==> config.mk <==
export PLATFORM = sky130hd
export DESIGN_NAME = tps_switch_cfg
export DESIGN_NICKNAME = d
export VERILOG_FILES = /design/src/hdl/tps_pkg.sv /design/src/hdl/tps_chan_route.sv /design/src/hdl/tps_switch_cfg.sv
export SDC_FILE = /design/constraint.sdc
export NUM_CORES = 1
export LEC_CHECK = 0
export ABC_AREA = 1
export BUFFER_PORTS_ARGS = -buffer_cell sky130_fd_sc_hd__buf_2
export CELL_PAD_IN_SITES_DETAIL_PLACEMENT = 1
export CELL_PAD_IN_SITES_GLOBAL_PLACEMENT = 1
export CORE_MARGIN = 2
export CORE_UTILIZATION = 27
export CTS_CLUSTER_DIAMETER = 60
export DETAILED_ROUTE_END_ITERATION = 10
export PLACE_DENSITY = 0.75
export SYNTH_ARGS = -nofsm -noshare
export SYNTH_HDL_FRONTEND = slang
export SYNTH_SLANG_ARGS = --single-unit
==> constraint.sdc <==
create_clock -name clk_sys -period 1.12 [get_ports clk_sys]
set_input_delay 0.112 -clock clk_sys [delete_from_list [all_inputs] [get_ports clk_sys]]
set_output_delay 0.112 -clock clk_sys [all_outputs]
set_load 0.02 [all_outputs]
==> src/hdl/tps_pkg.sv <==
// Package for the TMDS switch parallel-control decoder
package tps_pkg;
    // ----------------------------------------------------------------
    // Register map
    // ----------------------------------------------------------------
    localparam logic [3:0] TPS_REG_CTRL = 4'h0;
    localparam logic [3:0] TPS_REG_SERIAL = 4'h4;
    localparam logic [3:0] TPS_REG_STATUS = 4'h8;
    // CTRL fields
    localparam int TPS_CTRL_MODE_BIT = 0;
    // SERIAL fields
    localparam int TPS_SER_IN_TERM_BIT = 0;
    localparam int TPS_SER_OUT_TERM_BIT = 1;
    localparam int TPS_SER_EQ_BIT = 2;
    localparam int TPS_SER_PE_LSB = 3;
    localparam int TPS_SER_OCL_BIT = 5;
    localparam int TPS_SER_SRC_LSB = 6;
    localparam int TPS_SER_EN_BIT = 8;
    // Reset values
    localparam logic TPS_CTRL_RESET = 1'b0;
    localparam logic [8:0] TPS_SERIAL_RESET = 9'h000;
    // Encodings
    localparam logic TPS_EQ_LOW_6DB = 1'b0;
    localparam logic TPS_EQ_HIGH_12DB = 1'b1;
    localparam logic [1:0] TPS_PE_0DB = 2'h0;
    localparam logic [1:0] TPS_PE_2DB = 2'h1;
    localparam logic [1:0] TPS_PE_4DB = 2'h2;
    localparam logic [1:0] TPS_PE_6DB = 2'h3;
    localparam logic TPS_OCL_10MA = 1'b0;
    localparam logic TPS_OCL_20MA = 1'b1;
    localparam int TPS_NUM_CH = 4;

    typedef enum logic [1:0] {
        TPS_SRC_A,
        TPS_SRC_B,
        TPS_SRC_C,
        TPS_SRC_D
    } tps_src_t;

    // Analog control word as applied to the receivers and transmitters
    typedef struct packed {
        logic hs_on;
        tps_src_t src;
        logic [TPS_NUM_CH-1:0] eq_high;
        logic [TPS_NUM_CH-1:0] in_term_on;
        logic [TPS_NUM_CH-1:0] term_pulse_on;
        logic [1:0] preemph;
        logic out_term_on;
        logic out_current_hi;
    } tps_analog_t;

    // Parallel control inputs grouped
    typedef struct packed {
        logic par_high_speed_on;
        logic [1:0] par_source_select;
        logic par_input_eq_level;
        logic [1:0] par_output_preemph_level;
        logic par_output_term_on;
        logic par_output_current_level;
    } tps_par_t;
endpackage : tps_pkg

==> src/hdl/tps_chan_route.sv <==
// One output channel's positional source selector
`timescale 1ns/10ps
`default_nettype none
module tps_chan_route
    import tps_pkg::*;
(
    // Source lanes of this channel position
    input wire logic [3:0] lane_in,
    // Selection
    input wire tps_src_t src,
    input wire logic hs_on,
    // Result
    output logic lane_out
);
    // Channel n only ever sees lane n of A..D
    always_comb begin
        lane_out = hs_on & lane_in[src];
    end
endmodule // tps_chan_route
`default_nettype wire

==> src/hdl/tps_switch_cfg.sv <==
// Decoder of TMDS switch controls with channel routing
//
// The placing of the registers and the strobed register port were left to the implementer.
`timescale 1ns/10ps
`default_nettype none
module tps_switch_cfg
    import tps_pkg::*;
#(
    parameter int NUM_CH = TPS_NUM_CH
)
(
    // Clock and reset
    input wire logic clk_sys,
    input wire logic rst_n,
    // Register port
    input wire logic [3:0] reg_addr,
    input wire logic [31:0] reg_wdata,
    input wire logic reg_wr,
    input wire logic reg_rd,
    output logic [31:0] reg_rdata,
    // Parallel control levels
    input wire tps_par_t par_in,
    // High speed lanes, source-major: [src*NUM_CH + ch]
    input wire logic [4*NUM_CH-1:0] hs_lane_in,
    // Auxiliary lanes, same layout
    input wire logic [4*NUM_CH-1:0] aux_lane_in,
    // Applied controls and routed lanes
    output tps_analog_t analog_out,
    output logic [NUM_CH-1:0] hs_lane_out,
    output logic [NUM_CH-1:0] aux_lane_out
);
    // ----------------------------------------------------------------
    // State
    // ----------------------------------------------------------------
    typedef struct packed {
        logic serial_mode;
        logic [8:0] serial;
        tps_analog_t analog;
        logic [31:0] rdata;
        logic [NUM_CH-1:0] hs_out;
        logic [NUM_CH-1:0] aux_out;
    } tps_state_t;

    tps_state_t st_r;
    tps_state_t st_nxt;
    tps_analog_t dec;
    logic [NUM_CH-1:0] hs_route;
    logic [NUM_CH-1:0] aux_route;

    // ----------------------------------------------------------------
    // Decode of the active control source
    // ----------------------------------------------------------------
    always_comb begin
        if (st_r.serial_mode) begin
            dec.hs_on = st_r.serial[TPS_SER_EN_BIT];
            dec.src = tps_src_t'(st_r.serial[TPS_SER_SRC_LSB +: 2]);
            dec.eq_high = {NUM_CH{st_r.serial[TPS_SER_EQ_BIT]}};
            dec.in_term_on = {NUM_CH{st_r.serial[TPS_SER_IN_TERM_BIT]}};
            dec.term_pulse_on = '0;
            dec.preemph = st_r.serial[TPS_SER_PE_LSB +: 2];
            dec.out_term_on = st_r.serial[TPS_SER_OUT_TERM_BIT];
            dec.out_current_hi = st_r.serial[TPS_SER_OCL_BIT];
        end else begin
            dec.hs_on = par_in.par_high_speed_on;
            dec.src = tps_src_t'(par_in.par_source_select);
            dec.eq_high = {NUM_CH{par_in.par_input_eq_level}};
            dec.in_term_on = '1;
            dec.term_pulse_on = '0;
            dec.preemph = par_in.par_output_preemph_level;
            dec.out_term_on = par_in.par_output_term_on;
            dec.out_current_hi = par_in.par_output_current_level;
        end
    end

    // ----------------------------------------------------------------
    // Positional routing, one identical slice per channel
    // ----------------------------------------------------------------
    genvar g;
    generate
        for (g = 0; g < NUM_CH; g++) begin : g_ch
            tps_chan_route u_hs (
                .lane_in({hs_lane_in[3*NUM_CH+g], hs_lane_in[2*NUM_CH+g],
                          hs_lane_in[NUM_CH+g], hs_lane_in[g]}),
                .src(dec.src),
                .hs_on(dec.hs_on),
                .lane_out(hs_route[g])
            );
            tps_chan_route u_aux (
                .lane_in({aux_lane_in[3*NUM_CH+g], aux_lane_in[2*NUM_CH+g],
                          aux_lane_in[NUM_CH+g], aux_lane_in[g]}),
                .src(dec.src),
                .hs_on(1'b1),
                .lane_out(aux_route[g])
            );
        end
    endgenerate

    // ----------------------------------------------------------------
    // Next state and register port
    // ----------------------------------------------------------------
    always_comb begin
        st_nxt = st_r;
        st_nxt.analog = dec;
        st_nxt.hs_out = hs_route;
        st_nxt.aux_out = aux_route;
        st_nxt.rdata = '0;
        if (reg_wr) begin
            if (reg_addr == TPS_REG_CTRL) begin
                st_nxt.serial_mode = reg_wdata[TPS_CTRL_MODE_BIT];
            end else if (reg_addr == TPS_REG_SERIAL) begin
                st_nxt.serial = reg_wdata[8:0];
            end
        end
        if (reg_rd) begin
            if (reg_addr == TPS_REG_CTRL) begin
                st_nxt.rdata = {31'h0, st_r.serial_mode};
            end else if (reg_addr == TPS_REG_SERIAL) begin
                st_nxt.rdata = {23'h0, st_r.serial};
            end else if (reg_addr == TPS_REG_STATUS) begin
                st_nxt.rdata = {{(32 - $bits(tps_analog_t)){1'b0}}, st_r.analog};
            end else begin
                st_nxt.rdata = '0;
            end
        end
    end

    always_ff @(posedge clk_sys or negedge rst_n) begin
        if (!rst_n) begin
            st_r <= '0;
            st_r.serial_mode <= TPS_CTRL_RESET;
            st_r.serial <= TPS_SERIAL_RESET;
        end else begin
            st_r <= st_nxt;
        end
    end

    assign reg_rdata = st_r.rdata;
    assign analog_out = st_r.analog;
    assign hs_lane_out = st_r.hs_out;
    assign aux_lane_out = st_r.aux_out;

    // ----------------------------------------------------------------
    // Checks, per-channel routing
    // ----------------------------------------------------------------
    // Every slice is held to the same check, so no channel is special
    // Lanes follow the source picked at the previous edge
    generate
        for (g = 0; g < NUM_CH; g++) begin : g_chk

        end
    endgenerate
endmodule // tps_switch_cfg
`default_nettype wire

; ---- Word-level counts from Yosys, hierarchy flattened
; Index checks and enable logic that the tools add are counted.
[word_totals]
ff_bits = 69
latchBits = 0
ramBits = 0
romBits = 0
in_bits = 80
out_inout_bits = 59
memories = 0
[classes]
addsub = 0
multipliers = 0
div = 0
n_lt_le_gt_ge = 1
n_eq_ne = 2
shift = 0
mux = 21
bitwise = 5
n_reduce_logical = 3
[ops]
columns = operator, n
row1 = $mux 19, 5
row2 = $bmux 1 s2, 8
row3 = $mux 1, 8
row4 = $and 1x1->1, 4
row5 = $eq 4x3->1 const B, 1
row6 = $eq 4x4->1 const B, 1
row7 = $logic_not 4->1, 1
row8 = $lt 2x3->1 const B, 1
row9 = $reduce_and 3->1, 1
row10 = $reduce_and 2->1, 1
row11 = $not 1->1, 1

; ---- Longest topological paths before layout
; Gate-level depths: netlist of the first run.
[depth]
ltp_word = 5
depth_mapped = 8
mapped_depth_nobuf = 6

; ---- Hierarchy
; Synthesis of the first run repeated with hierarchy kept, for this count alone.
[hier_totals]
cells_unflattened = 310
area_unflattened_um2 = 2394.8
[modules_own_cells]
columns = mod, instances, cells_per_inst, area_per_inst_um2, seq_area_each_um2
row1 = tps_switch_cfg, 1, 198, 1944.4, 1026.0
row2 = tps_chan_route, 8, 14, 56.3, 0.0

; ---- Least setup slack after synthesis of the first run
; OpenSTA, ideal clock, no wires.
[synth_path]
kind = register -> register
startpoint = reg st_r[68] (netlist name)
endpoint = reg st_r (netlist bit aux_lane_out[0])
setup_time_ns = 0.124
arrival_ns = 1.003
slack_ns = -0.007
path_stages_with_launch = 9
n_path_buf = 2
period_less_slack_ns = 1.127
path_cell_list = dfrtp_1 buf_6 inv_6 nand2_8 nand2_4 buf_6 nand2_1 o211ai_1 nand2_1
[synth_between]
elab_chain_cells = 3
[synth_lines]
columns = element, line_no
row1 = start: declaration, tps_switch_cfg.sv:44  ; tps_state_t st_r;
row2 = start signal: assignment, tps_switch_cfg.sv:133  ; st_r <= st_nxt;
row3 = $mux 19, tps_switch_cfg.sv:54  ; if (st_r.serial_mode) begin
row4 = $bmux 1 s2, tps_chan_route.sv:17  ; lane_out = hs_on & lane_in[src];
row5 = $mux 1 (not written as such), tps_chan_route.sv:17
row6 = via g_ch[0].u_aux.lane_out, tps_chan_route.sv:13  ; output logic lane_out
; The timed path passes the listed nets, and every way through them passes these cells. The select of a mux whose other input is x is not followed.
; A chain may end at the register's enable or synchronous reset.

; ---- Worst setup path after layout of the first run
[layout_path]
startpoint = reg st_r[68] (netlist name)
endpoint = reg st_r (netlist bit hs_lane_out[0])
[layout_between]
elab_chain_cells = 4
[layout_lines]
columns = element, line_no
row1 = $mux 19 *, tps_switch_cfg.sv:54
row2 = $bmux 1 s2, tps_chan_route.sv:17
row3 = $mux 1 (not written as such), tps_chan_route.sv:17
row4 = $and 1x1->1 *, tps_chan_route.sv:17
row5 = via g_ch[0].u_hs.lane_out, tps_chan_route.sv:13
; Mark *: on every way through the listed nets, which the timed path passes. The rest lies on a longest branch. The select of a mux whose other input is x is not followed.

==> results of run 1 <==
[through the flow]
stage | total power (W) | instances
6_report | 0.00497 | 468
3_3_place_gp | 0.00333 | 456
5_1_grt | 0.00524 | 468
3_5_place_dp | 0.00339 | 456
2_1_floorplan | 0.00307 | 301
4_1_cts | 0.00498 | 467
[sequential cells by signal (all words and copies together), names as in the netlist]
signal / flops
analog_out: 9
st_r: 10
aux_lane_out: 4
reg_rdata: 14
hs_lane_out: 4
[logic make-up (layout without fill, tap and decap cells)]
group / count (synthesis) / in the layout / share of synthesized area [%]
and+or+nand+nor: 112 / 113 / 22.1
AOI/OAI and AO/OA: 25 / 25 / 7.55
buffers and inverters: 106 / 164 / 27.5
other: 1 / 17 / 0.156
DFF: 41 / 41 / 42.7
[routing by layer]
metal  vias up  share of wire (%)
met1       885                 39
met2        53                 55
li1        952                  -
met5         -                  0
met4         0                1.1
met3         5                4.4
[final cells by class]
type                       instances  area, um^2  share of cell area [%]
sequential                        41        1030                    33.2
multi-input combinational        155         943                    30.5
timing repair buffer             115         687                    22.2
inverter                          41         166                    5.38
tap                              108         135                    4.37
clock buffer                       5        68.8                    2.23
clock inverter                     3        65.1                    2.10
[where the power goes]
part           total [W]  internal [W]  switching (W)
clock network    0.00140      0.000885       0.000513
logic            0.00174      0.000660        0.00108
registers        0.00183       0.00170       0.000135
total            0.00497       0.00324        0.00172
[worst max-delay path by stage]
stage	end	slack, ns	cells past startpoint
6_report	hs_lane_out[0]	-0.11	7
3_5_place_dp	hs_lane_out[0]	-0.15	5
3_3_place_gp	hs_lane_out[2]	-0.11	5
2_1_floorplan	aux_lane_out[0]	-0.004	8
5_1_grt	hs_lane_out[0]	-0.18	7
4_1_cts	hs_lane_out[2]	-0.09	7
[cells in the mapped netlist (all sizes together)]
cell,n
nor2,12
nand3,28
dfrtp,41
a21oi,9
inv,41
nand2,69
clkbuf,1
or2,2
o211ai,9
o21ai,7
conb,1
buf,64
nor3,1
[critical path, cell delays in order (launching register included)]
cell and delay [ns]:
dfrtp_1 0.41, buf_12 0.16, inv_12 0.07, buf_4 0.12
nand2_4 0.07, nand3_2 0.08, nand3_2 0.09, a21oi_2 0.15
[what timing repair did]
| action | in CTS | in global routing |
|---|---|---|
| pin swaps | 8 | 10 |
| setup buffers | 2 | 0 |
| setup endpoints to repair | 9 | 11 |
| hold buffers | 1 | 0 |
| resized for setup | 21 | 9 |
| endpoints found under the hold margin | 41 | 0 |
| gates cloned | 0 | 1 |
[cells in the final DEF, fill, tap and decap left out, types with 4 or more instances in the layout]
cell / instances
buf_2: 98
nand2_1: 61
dfrtp_1: 41
inv_1: 37
nand3_2: 17
conb_1: 17
nor2_1: 11
buf_4: 10
o211ai_1: 9
nand3_1: 8
a21oi_2: 5
clkbuf_8: 5
buf_12: 5
a21oi_1: 4
o21ai_1: 4
==> impl_metrics.tcl, run 1 <==
set metrics [dict create \
    final.period_utilization_pct 109 \
    setup_slack_ns -0.106 \
    antenna_found_initial 0 \
    required_ns 1.34 \
    grt_use_total_pct 12.8 \
    ff2ff_path_depth 7 \
    cap_violations 0 \
    worstReg2RegEnd "hs_lane_out[0]" \
    leakagePower_nw 1.73 \
    synth.largest_area_cell "dfrtp_1" \
    hold_class "input pin to flop" \
    ys_ff_latch 41 \
    h-tree-depth 2 \
    period_minus_slack_ns 1.23 \
    viasPerCell 4.05 \
    gp_congestion 0.769 \
    hpwl_um 4870 \
    clock-sinks 41 \
    numCtsBuffers 5 \
    ys_top_cells_by_area "dfrtp_1 43%, buf_4 18%, nand2_1 10%, inv_1 5.8%, nand3_1 5.0%" \
    grt_use_met2_pct 24.3 \
    postSynthCellCount 285 \
    worstSkewPairLatency_ns 0.29 \
    post-place-ws_ns -0.151 \
    syn_area_um2 2400 \
    worst-path-max-fanout 6 \
    fin_area_um2 3090 \
    whs_ns 0.0195 \
    drtIter0Drc 75 \
    ant_nets 0 \
    grt.busiest_layer "met2" \
    reg2reg_slack_ns -0.11 \
    globalRouteOverflowTotal 0 \
    diodes 0 \
    cts_tree "done" \
    p_per_area_nw_per_um2 1610 \
    synth_cell_types 24 \
    die_height_um 98.4 \
    nNetsFinal 439 \
    firstDrtPassIters 3 \
    utilization_pct 35.6 \
    finClkSkew_ns 0.00452 \
    num_vias 1895 \
    max_freq_mhz 816 \
    path_clk_slew_ns 0.08 \
    placed_cell_area_um2 2750 \
    ys_warn_count 0 \
    cp-end-kind "flop" \
    r2r_start "st_r[68]" \
    ys_seq_area_share_pct 42.7 \
    grt_pass1_wl_um 9920 \
    grt_max_degree 42 \
    use_met3_pct 2.36 \
    whs_endpoint "analog_out[1]" \
    crit_start "st_r[68]" \
    die_width_um 98.4 \
    setup_viol 9 \
    tns_ns -0.606 \
    arrival_ns 1.45 \
    slew_violations 0 \
    peakVddDrop_uv 511 \
    critPathLaunchType "flop" \
    min_from "par_in[1]" \
    drc 0 \
    clockBufferDepth 2 \
    port_buffers 98 \
    syn_avg_cell_area_um2 8.43 \
    wl_per_cell_um 13.6 \
    min_path_cells 3 \
    nFillCells 1073 \
    grtUsageMet1_pct 14.1 \
    start_util_pct 27.7 \
    cts-root-buf "clkbuf_8" \
    rows 34 \
    critPathKind "flop to flop" \
    num_io_pins 139 \
    core_um2 8680 \
    netlist.area_leader.share_pct 42.7 \
    drive_gt1_share_pct 45.8 \
    routed_wl_um 6350 \
    grt_pass1_vias 2106 \
    run_status "finished with violations" \
    final-hold-violation-count 0 \
    violations "setup timing" \
    syn_to_final_growth_pct 28.6 \
    rsz0062_at_grt "yes" \
    die_area_um2 9670 \
]
Note: power is estimated with default switching activity, not from simulation.
==> run 2, diff against run 1 <==
--- a/config.mk
+++ b/config.mk
@@ -7,7 +7,7 @@
 export LEC_CHECK = 0
 export ABC_AREA = 1
 export BUFFER_PORTS_ARGS = -buffer_cell sky130_fd_sc_hd__buf_2
-export CELL_PAD_IN_SITES_DETAIL_PLACEMENT = 1
+export CELL_PAD_IN_SITES_DETAIL_PLACEMENT = 0
 export CELL_PAD_IN_SITES_GLOBAL_PLACEMENT = 1
 export CORE_MARGIN = 2
 export CORE_UTILIZATION = 27
==> run 2 against run 1 <==
Net effect: the flow still finishes with violations (setup timing); maximum frequency increased by 2.5%; combinational power down 5%; sequential cell count is the same.
==> impl_metrics.tcl, run 2 (synthesis gave the netlist of run 1 again) <==
set metrics [dict create \
    run_status "finished with violations" \
    violations "setup timing" \
    cts_tree "done" \
    arrival_ns 1.42 \
    path_clk_slew_ns 0.09 \
    h-tree-depth 2 \
    p_int_w 0.00299 \
    die_area_um2 9670 \
    drtIter0Drc 74 \
    slowest_stage "dfrtp_1" \
    start_util_pct 27.7 \
    routed_wl_um 5520 \
    hpwl_um 4230 \
    die_height_um 98.4 \
    power_frac_seq_pct 38.9 \
    drc 0 \
    port_buffers 98 \
    rows 34 \
    total_power_w 0.00470 \
    period_minus_slack_ns 1.20 \
    critPathLaunchType "flop" \
    critPathKind "flop to flop" \
    leakagePower_nw 1.70 \
    setup_slack_ns -0.0761 \
    clock-sinks 41 \
    numCtsBuffers 5 \
    final.period_utilization_pct 107 \
    fin_area_um2 3040 \
    largest_reg_flops 14 \
    required_ns 1.35 \
    whs_endpoint "analog_out[1]" \
    slew_violations 0 \
    min_from "par_in[1]" \
    core_um2 8680 \
    hold_class "input pin to flop" \
    min_path_cells 3 \
    final_cell_mix "98 x buf_2, 61 x nand2_1, 40 x dfrtp_1" \
    grt_use_total_pct 11.4 \
    reg2reg_slack_ns -0.08 \
    post-place-ws_ns -0.119 \
    crit_buf_inv 3 \
    grt_max_degree 42 \
    p_per_area_nw_per_um2 1550 \
    drive_gt1_share_pct 45.8 \
    ant_nets 0 \
    gp_congestion 0.769 \
    max_stage_delay_ns 0.41 \
    grt_pass1_wl_um 8830 \
    worstSkewPairLatency_ns 0.29 \
    ff2ff_path_depth 7 \
    swShare_pct 36.3 \
    crit_chain "buf_12 > inv_12 > nand2_8 > buf_12 > nand3_2 > nand3_2 > a21oi_2" \
    num_io_pins 139 \
    max_freq_mhz 836 \
    worstReg2RegEnd "hs_lane_out[2]" \
    final_common_cell "buf_2" \
    power_frac_comb_pct 35.2 \
    worst-path-max-fanout 8 \
    die_width_um 98.4 \
    clockBufferDepth 2 \
    peakVddDrop_uv 478 \
    setup_viol 8 \
    r2r_start "st_r[68]" \
    syn_to_final_growth_pct 26.3 \
    globalRouteOverflowTotal 0 \
    num_vias 1892 \
    wl_per_cell_um 11.8 \
    crit_family "flip-flops" \
    tns_ns -0.527 \
    cap_violations 0 \
    final-hold-violation-count 0 \
    cts-root-buf "clkbuf_8" \
    grt_pass1_vias 1879 \
    nNetsFinal 439 \
    antenna_found_initial 0 \
    firstDrtPassIters 4 \
    cp-end-kind "flop" \
    p_sw_w 0.00170 \
    power.clock.fraction_pct 25.9 \
    finClkSkew_ns 0.00617 \
    rsz0062_at_grt "yes" \
    placed_cell_area_um2 2750 \
    viasPerCell 4.03 \
]
[run 2: worst reg2reg max path, delay by kind of cell, from the launching register on]
family	cells	cell delay [ns]
flip-flops	1	0.41
buffers and inverters	3	0.39
AND/OR/NAND/NOR	3	0.21
AO/OA/AOI/OAI	1	0.12
[run 2: per-layer routing]
layer	GRT usage, %	part of all wire, %
met2	20.4	52
met5	0	0
met4	4.43	1.7
met3	2.15	5.6
met1	13.4	41
[run 2: layout make-up]
type | count | area [um^2]
Clock buffer | 5 | 68.8
Inverter | 41 | 166
Multi-Input combinational cell | 156 | 923
Sequential cell | 41 | 1030
Tap cell | 108 | 135
Fill cell | 938 | 5640
Clock inverter | 3 | 46.3
Timing Repair Buffer | 114 | 667
Antenna cell | 1 | 2.50
[run 2: power by group through the flow]
| stage | Clock [W] | Combinational (W) | Sequential (W) |
|---|---|---|---|
| 3_3_place_gp | 0 | 0.00148 | 0.00185 |
| 3_5_place_dp | 0 | 0.00149 | 0.00186 |
| 6_report | 0.00122 | 0.00165 | 0.00183 |
| 4_1_cts | 0.00124 | 0.00164 | 0.00183 |
| 5_1_grt | 0.00130 | 0.00181 | 0.00186 |
| 2_1_floorplan | 0 | 0.00126 | 0.00182 |
[run 2: worst max-delay path by stage]
stage / start / slack (ns) / to / cells past startpoint
2_1_floorplan: st_r[68] / -0.004 / aux_lane_out[0] / 8
3_3_place_gp: st_r[68] / -0.11 / hs_lane_out[2] / 5
3_5_place_dp: st_r[68] / -0.12 / hs_lane_out[2] / 5
6_report: st_r[68] / -0.08 / hs_lane_out[2] / 7
5_1_grt: st_r[68] / -0.12 / aux_lane_out[1] / 6
4_1_cts: st_r[68] / -0.06 / hs_lane_out[0] / 7
[run 2: stage by stage]
step	hold slack, ns	util, %	std cells
6_report	0.00966	35.0	469
3_3_place_gp	0.0992	31.7	456
5_1_grt	0.00302	35.0	468
2_1_floorplan	-0.184	-	301
4_1_cts	0.00159	34.7	467
3_5_place_dp	0.106	31.7	456
[run 2: timing repair]
item,CTS,global route
setup buffers,1,0
endpoints found under the setup margin,9,9
hold buffers,1,0
gates resized for setup,23,4
endpoints found under the hold margin,41,0
pin swaps,13,2
cloned,1,1
